### src/common/ext_irq_defines.svh
// register offsets, field positions and reset values of the external pin interrupt unit
`ifndef EXT_IRQ_DEFINES_SVH
`define EXT_IRQ_DEFINES_SVH

`define ADDR_SENSE_CONTROL   4'h0
`define ADDR_ENABLE_MASK     4'h1
`define ADDR_PENDING_FLAGS   4'h2
`define ADDR_CHANGE_CONTROL  4'h3
`define ADDR_CHANGE_FLAGS    4'h4
`define ADDR_CHANGE_MASK_0   4'h5
`define ADDR_CHANGE_MASK_1   4'h6
`define ADDR_CHANGE_MASK_2   4'h7

`define SENSE_ONE_MSB        3
`define SENSE_ONE_LSB        2
`define SENSE_ZERO_MSB       1
`define SENSE_ZERO_LSB       0
`define BIT_PIN_ONE          1
`define BIT_PIN_ZERO         0

`define SENSE_RESET          4'h0
`define ENABLE_RESET         2'h0
`define MASK_RESET           8'h00
`define MASK_ONE_USED        8'h7F

`endif

### src/common/ext_irq_pkg.sv
// types of the external pin interrupt unit
package ext_irq_pkg;
	typedef enum logic [1:0] {
		SENSE_LOW,
		SENSE_ANY,
		SENSE_FALL,
		SENSE_RISE
	} sense_mode_t;
endpackage

### src/change_group.sv
// pin-change detection for one group of eight inputs
`timescale 1ns/1ps
`default_nettype none
module change_group (
	input  wire logic       clk_in,      // core clock
	input  wire logic       reset_n_in,  // async reset, active low
	input  wire logic [7:0] pins_in,     // change inputs of the group
	input  wire logic [7:0] mask_in,     // per-pin contribution mask
	input  wire logic       clear_in,    // write-one or service clear
	output logic            change_out,  // async change seen, level
	output logic            pending_out  // group flag
);
	typedef struct packed {
		logic [7:0] last;
		logic       pending;
	} grp_state_t;

	grp_state_t state;
	grp_state_t next_state;

	// combinational compare: a change is visible with no clock running
	assign change_out = |((pins_in ^ state.last) & mask_in);

	always_comb begin
		next_state = state;
		next_state.last = pins_in;
		if (change_out)
			next_state.pending = 1'b1;
		else if (clear_in)
			next_state.pending = 1'b0;
	end

	always_ff @(posedge clk_in or negedge reset_n_in) begin
		if (!reset_n_in)
			state <= '{last: 8'h00, pending: 1'b0};
		else
			state <= next_state;
	end

	assign pending_out = state.pending;
endmodule
`default_nettype wire

### src/ext_pin_detect.sv
// sense detection and pending flag for one external interrupt pin
`timescale 1ns/1ps
`default_nettype none
module ext_pin_detect
	import ext_irq_pkg::*;
(
	input  wire logic        clk_in,        // core clock
	input  wire logic        reset_n_in,    // async reset, active low
	input  wire logic        pin_in,        // external pin level
	input  wire ext_irq_pkg::sense_mode_t mode_in, // sense selection
	input  wire logic        clear_in,      // write-one or service clear
	output logic             level_req_out, // low level present
	output logic             pending_out    // edge flag
);
	typedef struct packed {
		logic sample;
		logic prev;
		logic pending;
	} det_state_t;

	det_state_t state;
	det_state_t next_state;
	logic       hit;

	always_comb begin
		next_state = state;
		next_state.sample = pin_in;
		next_state.prev = state.sample;
		case (mode_in)
			SENSE_ANY:  hit = state.sample != state.prev;
			SENSE_FALL: hit = state.prev & ~state.sample;
			SENSE_RISE: hit = ~state.prev & state.sample;
			default:    hit = 1'b0;
		endcase
		if (mode_in == SENSE_LOW)
			next_state.pending = 1'b0;
		else if (hit)
			next_state.pending = 1'b1;
		else if (clear_in)
			next_state.pending = 1'b0;
	end

	always_ff @(posedge clk_in or negedge reset_n_in) begin
		if (!reset_n_in)
			state <= '{sample: 1'b1, prev: 1'b1, pending: 1'b0};
		else
			state <= next_state;
	end

	// low level reaches the request path directly, without the clock
	assign level_req_out = (mode_in == SENSE_LOW) & ~pin_in;
	assign pending_out = state.pending;
endmodule
`default_nettype wire

### src/external_pin_interrupt_unit.sv
// external pin and pin-change interrupt unit with register port
// How it works
// - pin one sense at bits 3:2
// - pin zero sense at bits 1:0
// - pins sampled; edges over one clock caught
// - low level requests while pin low
// - low level and pin change wake without clock
// - pin-change detection is asynchronous
// - pins trigger even when driven as outputs
// - three groups: 23:16, 14:8, 7:0
// - per-pin mask gates change inputs
// - pin one enable at bit 1
// - pin zero enable at bit 0
// - pin one edge sets flag bit 1
// - pin zero edge sets flag bit 0
// - flag clears on service or write-one
// - level mode keeps flag cleared
// - unused register bits read zero
`timescale 1ns/1ps
`default_nettype none
`include "ext_irq_defines.svh"
module external_pin_interrupt_unit (
	input  wire logic        clk_in,            // core clock, 10 MHz
	input  wire logic        reset_n_in,        // async reset, active low
	input  wire logic [3:0]  addr_in,           // register address
	input  wire logic [7:0]  wdata_in,          // write data
	input  wire logic        write_in,          // write strobe
	input  wire logic        read_in,           // read strobe
	output logic      [7:0]  rdata_out,         // read data, cycle after strobe
	input  wire logic        ext_pin_zero_in,   // external pin zero level
	input  wire logic        ext_pin_one_in,    // external pin one level
	input  wire logic [23:0] change_inputs_in,  // pin-change inputs
	input  wire logic        global_enable_in,  // global interrupt bit
	input  wire logic [4:0]  service_ack_in,    // vector taken: g2,g1,g0,one,zero
	output logic [4:0]       request_out,       // requests: g2,g1,g0,one,zero
	output logic             wake_out           // async wake for sleep logic
);
	import ext_irq_pkg::*;

	////////////////////////////////////////////////////////////////////////
	typedef struct packed {
		logic [3:0]  sense;
		logic [1:0]  enable;
		logic [2:0]  group_enable;
		logic [23:0] mask;
		logic [7:0]  rdata;
	} unit_state_t;

	unit_state_t state;
	unit_state_t next_state;

	logic       wr_sense;
	logic       wr_enable;
	logic       wr_flags;
	logic       wr_gctl;
	logic       wr_gflags;
	logic [1:0] ext_clear;
	logic [2:0] grp_clear;
	logic [1:0] ext_level;
	logic [1:0] ext_pending;
	logic [2:0] grp_change;
	logic [2:0] grp_pending;
	logic [1:0] ext_cond;
	logic [4:0] cond;

	assign wr_sense  = write_in && addr_in == `ADDR_SENSE_CONTROL;
	assign wr_enable = write_in && addr_in == `ADDR_ENABLE_MASK;
	assign wr_flags  = write_in && addr_in == `ADDR_PENDING_FLAGS;
	assign wr_gctl   = write_in && addr_in == `ADDR_CHANGE_CONTROL;
	assign wr_gflags = write_in && addr_in == `ADDR_CHANGE_FLAGS;

	// write-one clear or clear on service
	assign ext_clear = (wr_flags ? wdata_in[1:0] : 2'h0) | service_ack_in[1:0];
	assign grp_clear = (wr_gflags ? wdata_in[2:0] : 3'h0) | service_ack_in[4:2];

	////////////////////////////////////////////////////////////////////////
	// pins are read as levels, whatever drives them, so own drive counts too
	ext_pin_detect u_pin_zero (
		.clk_in        (clk_in),
		.reset_n_in    (reset_n_in),
		.pin_in        (ext_pin_zero_in),
		.mode_in       (sense_mode_t'(state.sense[`SENSE_ZERO_MSB:`SENSE_ZERO_LSB])),
		.clear_in      (ext_clear[`BIT_PIN_ZERO]),
		.level_req_out (ext_level[0]),
		.pending_out   (ext_pending[0])
	);

	ext_pin_detect u_pin_one (
		.clk_in        (clk_in),
		.reset_n_in    (reset_n_in),
		.pin_in        (ext_pin_one_in),
		.mode_in       (sense_mode_t'(state.sense[`SENSE_ONE_MSB:`SENSE_ONE_LSB])),
		.clear_in      (ext_clear[`BIT_PIN_ONE]),
		.level_req_out (ext_level[1]),
		.pending_out   (ext_pending[1])
	);

	genvar g;
	generate
		for (g = 0; g < 3; g++) begin : grp
			change_group u_group (
				.clk_in      (clk_in),
				.reset_n_in  (reset_n_in),
				.pins_in     (change_inputs_in[g*8 +: 8]),
				.mask_in     (state.mask[g*8 +: 8]),
				.clear_in    (grp_clear[g]),
				.change_out  (grp_change[g]),
				.pending_out (grp_pending[g])
			);
		end
	endgenerate

	////////////////////////////////////////////////////////////////////////
	always_comb begin
		next_state = state;
		if (wr_sense)
			next_state.sense = wdata_in[3:0];
		if (wr_enable)
			next_state.enable = wdata_in[1:0];
		if (wr_gctl)
			next_state.group_enable = wdata_in[2:0];
		if (write_in && addr_in == `ADDR_CHANGE_MASK_0)
			next_state.mask[7:0] = wdata_in;
		if (write_in && addr_in == `ADDR_CHANGE_MASK_1)
			next_state.mask[15:8] = wdata_in & `MASK_ONE_USED;
		if (write_in && addr_in == `ADDR_CHANGE_MASK_2)
			next_state.mask[23:16] = wdata_in;
		next_state.rdata = 8'h00;
		if (read_in) begin
			case (addr_in)
				`ADDR_SENSE_CONTROL:  next_state.rdata = {4'h0, state.sense};
				`ADDR_ENABLE_MASK:    next_state.rdata = {6'h00, state.enable};
				`ADDR_PENDING_FLAGS:  next_state.rdata = {6'h00, ext_pending};
				`ADDR_CHANGE_CONTROL: next_state.rdata = {5'h00, state.group_enable};
				`ADDR_CHANGE_FLAGS:   next_state.rdata = {5'h00, grp_pending};
				`ADDR_CHANGE_MASK_0:  next_state.rdata = state.mask[7:0];
				`ADDR_CHANGE_MASK_1:  next_state.rdata = state.mask[15:8];
				`ADDR_CHANGE_MASK_2:  next_state.rdata = state.mask[23:16];
				default:              next_state.rdata = 8'h00;
			endcase
		end
	end

	always_ff @(posedge clk_in or negedge reset_n_in) begin
		if (!reset_n_in)
			state <= '{sense: `SENSE_RESET, enable: `ENABLE_RESET, group_enable: 3'h0,
				mask: 24'h00_0000, rdata: `MASK_RESET};
		else
			state <= next_state;
	end

	assign rdata_out = state.rdata;

	////////////////////////////////////////////////////////////////////////
	// level mode requests straight from the pin; the source must hold it
	assign ext_cond = ext_pending | ext_level;
	assign cond = {grp_pending, ext_cond};
	assign request_out = cond & {state.group_enable, state.enable} & {5{global_enable_in}};
	// wake path without the clock: level, and asynchronous pin change
	assign wake_out = |(ext_level & state.enable) | |(grp_change & state.group_enable);
endmodule
`default_nettype wire
### config.mk
export PLATFORM = sky130hd
export DESIGN_NAME = external_pin_interrupt_unit
export DESIGN_NICKNAME = d
export VERILOG_FILES = /design/src/common/ext_irq_pkg.sv /design/src/change_group.sv /design/src/ext_pin_detect.sv /design/src/external_pin_interrupt_unit.sv
export VERILOG_INCLUDE_DIRS = /design/src /design/src/common
export SDC_FILE = /design/constraint.sdc
export NUM_CORES = 1
export LEC_CHECK = 0
export CAP_MARGIN = 20
export CORE_MARGIN = 10
export CORE_UTILIZATION = 30
export DETAILED_ROUTE_END_ITERATION = 8
export DONT_BUFFER_PORTS = 1
export GPL_TIMING_DRIVEN = 0
export PLACE_DENSITY = 0.5
export SETUP_SLACK_MARGIN = 0.05
export SYNTH_ARGS = -nofsm -noshare
export SYNTH_HDL_FRONTEND = slang
export SYNTH_SLANG_ARGS = --single-unit
### constraint.sdc
create_clock -name clk_in -period 2 [get_ports clk_in]
set_clock_uncertainty 0.15 [all_clocks]
set_input_delay 0.4 -clock clk_in [delete_from_list [all_inputs] [get_ports clk_in]]
set_output_delay 0.4 -clock clk_in [all_outputs]
set_load 0.02 [all_outputs]
==> Word-level counts from Yosys, hierarchy flattened <==
Index checks and enable logic that the tools add are counted.
W data, S select, Z words.
{ "word_totals": {"ff_bits": 73, "latchBits": 0, "ram_bits": 0, "romBits": 0, "inputBits": 48, "word_cells": 99, "memories": 0} }
{ "op_classes": {"addsub": 0, "mul": 0, "div": 0, "magnitude_cmp": 0, "n_eq_ne": 15, "n_shift": 0, "mux": 18, "bitwise": 26, "reduce_logical": 21} }
{ "op_table": {"columns": ["operator", "count"], "rows": [
  ["$pmux W8 S8", 1],
  ["$reduce_or A8 Y1", 3],
  ["$xor A8 B8 Y8", 3],
  ["$and A8 B8 Y8", 2],
  ["$eq A4 B3 Y1 const B", 4],
  ["$mux W1", 12],
  ["$and A5 B5 Y5", 2],
  ["$and A8 B7 Y8", 1],
  ["$eq A2 B2 Y1 const B", 4],
  ["$eq A4 B2 Y1 const B", 2],
  ["$logic_and A1 B1 Y1", 8],
  ["$mux W8", 1],
  ["$and A1 B1 Y1", 6],
  ["$not A1 Y1", 6],
  ["$pmux W1 S3", 2],
  ["$reduce_bool A2 Y1", 3],
  ["$reduce_bool A3 Y1", 2],
  ["$eq A2 B1 Y1 const B", 2],
  ["$eq A4 B1 Y1 const B", 1],
  ["$logic_not A2 Y1", 2],
  ["$logic_not A4 Y1", 1],
  ["$or A2 B2 Y2", 2],
  ["$and A3 B3 Y3", 1],
  ["$mux W3", 1],
  ["other kinds (7)", 8]
]} }

==> Logic depth before layout (Yosys ltp) <==
{ "depth": {"depth_word": 7, "depth_mapped": 6} }

==> By module <==
A second synthesis with hierarchy kept.
{ "hier_totals": {"cells_unflattened": 256, "hier_area_um2": 3340.7} }
{ "by_module_without_submodules": {"columns": ["module", "n_inst", "cells_each", "area_each_um2", "seq_area_each_um2"], "rows": [
  ["external_pin_interrupt_unit", 1, 158, 2009.4, 1001.0],
  ["change_group", 3, 24, 342.8, 225.2],
  ["ext_pin_detect", 2, 13, 151.4, 77.6]
]} }

==> Worst setup path before layout <==
Ideal clock, no wire load.
{ "synth_path": {"path_type": "input port to output port", "startpoint": "in change_inputs_in[10]", "endpoint": "out wake_out", "t_arrival_ns": 1.464, "required_time_ns": 1.450, "setup_slack_ns": -0.014, "cell_stages": 4, "path_buffers": 0, "cell_sequence": "xor2_1 a222oi_1 nand3_1 a2111o_1"} }
{ "synth_via": {"elab_chain_len": 6} }
{ "synth_lines": {"columns": ["element", "line", "rtl"], "rows": [
  ["from (decl)", "external_pin_interrupt_unit.sv:32", "input wire logic [23:0] change_inputs_in,"],
  ["$xor A8 B8 Y8", "change_group.sv:22", "assign change_out = |((pins_in ^ state.last) & mask_in);"],
  ["$and A8 B7 Y8", "change_group.sv:22", null],
  ["$reduce_or A8 Y1", "change_group.sv:22", null],
  ["$and A3 B3 Y3", "external_pin_interrupt_unit.sv:160", "assign wake_out = |(ext_level & state.enable) | |(grp_change & state.group_enable);"],
  ["$reduce_or A3 Y1", "external_pin_interrupt_unit.sv:160", null],
  ["$or A1 B1 Y1", "external_pin_interrupt_unit.sv:160", null],
  ["to (decl)", "external_pin_interrupt_unit.sv:36", "output logic wake_out"]
]} }
Every way passes these cells.

==> Worst setup path in the final report <==
{ "layout_path": {"startpoint": "reg grp[1].u_group.state[3] (netlist name)", "endpoint": "out wake_out"} }
{ "layout_via": {"elab_chain_len": 6} }
{ "layout_lines": {"columns": ["element", "line", "rtl"], "rows": [
  ["from (decl)", "change_group.sv:18", "grp_state_t state;"],
  ["from (signal assigned)", "change_group.sv:35", "state <= '{last: 8'h00, pending: 1'b0};"],
  ["from (signal assigned)", "change_group.sv:37", "state <= next_state;"],
  ["$xor A8 B8 Y8", "change_group.sv:22", null],
  ["$and A8 B7 Y8", "change_group.sv:22", null],
  ["$reduce_or A8 Y1", "change_group.sv:22", null],
  ["$and A3 B3 Y3", "external_pin_interrupt_unit.sv:160", null],
  ["$reduce_or A3 Y1", "external_pin_interrupt_unit.sv:160", null],
  ["$or A1 B1 Y1", "external_pin_interrupt_unit.sv:160", null]
]} }
Every way passes these cells.

==> qor.json <==
{
  "report.final.hold_viol_count": 72,
  "tritoncts.num_buffers": 9,
  "cp_data_required_time_ns": 1.45,
  "detail_route.wl_per_cell_um": 19.0,
  "detail_route.iter0.violations": 52,
  "drive_above_1_share_pct": 26.9,
  "first_pass_grt_wire_length_mm": 13.2,
  "portBuffers": 0,
  "worst_slew_pin_slew_ns": 0.743,
  "area_delta_synth_final_pct": 20.8,
  "antenna_left": 0,
  "grt.overflow.total": 0,
  "synth_top_area_share_pct": 51.9,
  "gp_congestion": 0.763,
  "synth.mux.area_fraction_pct": 15.8,
  "syn-mean-instance-area_sq_um": 12.9,
  "cts-root-buf": "clkbuf_8",
  "via_count": 2053,
  "clock_sink_count": 72,
  "postSynth.asyncResetShare_pct": 100,
  "start_util_pct": 30.4,
  "setup_viol": 1,
  "final_period_minus_worst_setup_slack_ns": 2.47,
  "synth_area_leader": "dfrtp_1",
  "fp.coreArea_sq_mm": 0.0108,
  "antenna_cells": 0,
  "power.leakage_nw": 1.74,
  "r2r-end": "u_pin_zero.pending_out$_DFFE_PN0P_",
  "ys_warn_count": 0,
  "gr-usage-all-layers_pct": 10.8,
  "synth_edf_count": 0,
  "hold_fix_buffers_at_cts": 26,
  "clk_latency_ns": 0.36,
  "die_height_um": 125,
  "outcome": "finished with violations",
  "yosys-top-cells-count": "68 x dfrtp_1, 33 x mux2_2, 23 x xor2_1",
  "non_filler_cell_area_final_sq_mm": 0.00396,
  "syn_inst": 255,
  "timing.critical_path.arrival_ns": 1.92,
  "timing.final.crit_share_pct": 123,
  "synth_top_family_by_area": "multiplexers",
  "crit-reg2reg-launch": "u_pin_zero.next_state[1]$_DFF_PN1_",
  "routed_via_count_divided_by_cell_count": 4.70,
  "route.final.wire_length_mm": 8.30,
  "postCtsSetupRepairBufs": 0,
  "worstHoldPathType": "input port to asynchronous set/reset pin",
  "fin_worst_hold_slack_ns": -0.416,
  "dp_hpwl_mm": 6.13,
  "worst_slack_ns": -0.466,
  "detailed_place.area_sq_mm": 0.00346,
  "clock_tree.buffer_depth": 2,
  "powerDensity_mw_per_mm2": 963,
  "critPathKind": "flop to output port",
  "synth-simple-area-share_pct": 7.89,
  "syn_area_sq_mm": 0.00328,
  "dominantRegCellSynth": "dfrtp_1",
  "io_pins": 62,
  "std_cell_rows": 38,
  "rsz0062_at_grt": "yes",
  "grt_pass1_vias": 2218,
  "design.final.nets": 344,
  "timing.max_cap.violations": 0,
  "seq_area_frac_synth_pct": 55.1,
  "floorplan.die.width_um": 125,
  "critical_path_sink_type": "output port",
  "reg2regPathDepth": 4,
  "syn-num-nets": 307,
  "fraction_of_the_mapped_netlist_area_in_compound_gates_pct": 9.50,
  "yosys.area_share.xor_xnor_pct": 6.14,
  "max-vdd-ir-drop_v": 0.000398,
  "grt_start_max_net_pins": 73,
  "ctsHtreeMaxLevel": 3,
  "tritoncts": "yes",
  "timing.reg2reg.setup_slack_ns": 0.36,
  "post-synth-top-count-cell": "dfrtp_1",
  "violations": "hold timing, setup timing",
  "post_route_utilization_pct": 36.7,
  "final-max-slew-violation-count": 0,
  "crit_path_max_fanout": 2,
  "fin_tns_setup_ns": -0.466,
  "critPathLaunchType": "flop",
  "ys_types": 44,
  "antenna_found_initial": 0,
  "dr.pass1.iters": 4,
  "max_frequency_mhz": 406,
  "detailed_route_drc_error_count": 0,
  "synth-seq-cells": 72,
  "post_synth_fa_ha_maj_area_fraction_pct": 1.53,
  "cts.reportedPaths.clkPinSlew_ns": 0.08,
  "floorplan.die_area_sq_mm": 0.0155,
  "synth.area.top_cells": "dfrtp_1 52%, mux2_2 11%, xor2_1 6.1%, dfstp_2 3.2%, a22oi_1 3.0%",
  "max-slew-margin-rel_pct": 50.2
}
metrics by stage:
step	hold slack, ns	worst slack [ns]	std cells	power, mW
3_5_place_dp	-0.0422	-0.114	395	2.48
6_report	-0.416	-0.466	437	3.81
3_3_place_gp	-0.0424	-0.124	395	2.47
2_1_floorplan	-0.0456	0.0528	255	2.31
5_1_grt	-0.447	-0.567	437	4.01
4_1_cts	-0.437	-0.501	437	3.86
cell usage in the layout, fill, tap and decap left out, types with 3 or more instances in the layout:
cell,n
dfrtp_1,67
mux2_2,33
dlygate4sd3_1,26
xor2_1,23
a22oi_1,13
nor2_1,12
inv_1,11
clkbuf_8,10
nand2_1,9
buf_4,8
mux2i_1,7
nand3b_1,4
a21oi_1,4
o21ai_0,4
ha_1,4
dfstp_2,4
buf_2,3
nor3b_1,3
o211ai_1,3
and3_1,3
a31o_2,3
clkinvlp_4,3
state kept, by name, indices dropped and copies added (netlist names):
register and count:
grp.u_group.pending_out 3, grp.u_group.state 23, rdata_out 8, state 32
u_pin_one.next_state 1, u_pin_one.pending_out 1, u_pin_one.state 1, u_pin_zero.next_state 1
u_pin_zero.pending_out 1, u_pin_zero.state 1
worst max path at each step:
stage | start | endpoint | slack (ns) | cells past startpoint
floorplan | change_inputs_in[10] | wake_out | 0.05 | 4
global placement | change_inputs_in[7] | wake_out | -0.12 | 4
detailed placement | change_inputs_in[7] | wake_out | -0.11 | 4
CTS | grp[1].u_group.state[3]$_DFF_PN0_ | wake_out | -0.50 | 4
global route | grp[1].u_group.state[3]$_DFF_PN0_ | wake_out | -0.57 | 4
finish | grp[1].u_group.state[3]$_DFF_PN0_ | wake_out | -0.47 | 4
power by group:
group / internal [mW] / leakage [nW] / total, mW / switching [mW]
clock: 0.740 / 0.105 / 1.31 / 0.573
sequential: 1.67 / 0.865 / 1.87 / 0.197
combinational: 0.358 / 0.765 / 0.631 / 0.274
total: 2.77 / 1.74 / 3.81 / 1.04
what timing repair did:
item,CTS,global route
pin swaps,1,3
setup endpoints to repair,2,3
gates resized for setup,1,3
endpoints found under the hold margin,98,72
worst max-delay path: stages (launching register included):
cell and delay (ns):
dfrtp_1 0.38, xor2_1 0.16, a222oi_1 0.31, nand3_1 0.19, a2111o_1 0.51
area by class of cell:
cell class | count | area (sq um)
tap | 140 | 175
timing repair buffer | 26 | 260
buffer | 14 | 93.8
inverter | 11 | 41.3
sequential | 72 | 1810
clock buffer | 10 | 138
clock inverter | 6 | 91.3
multi-input combinational | 158 | 1360
fill | 1038 | 6830
per-layer routing:
layer  routed length [um]  part of all wire [%]  GRT usage, %
met3                  468                   5.6          3.53
met4                  110                   1.3          3.50
met5                    0                     0             0
met2                 4180                    50          18.1
met1                 3540                    43          12.8
cell families after synthesis:
family,count (synthesis)
DFF,72
and+or+nand+nor,46
muxes,44
AOI/OAI and AO/OA,41
buffers and inverters,25
xor gates and xnor gates,23
adders and majority gates,4
No activity file was read; power rests on OpenSTA's default activity.
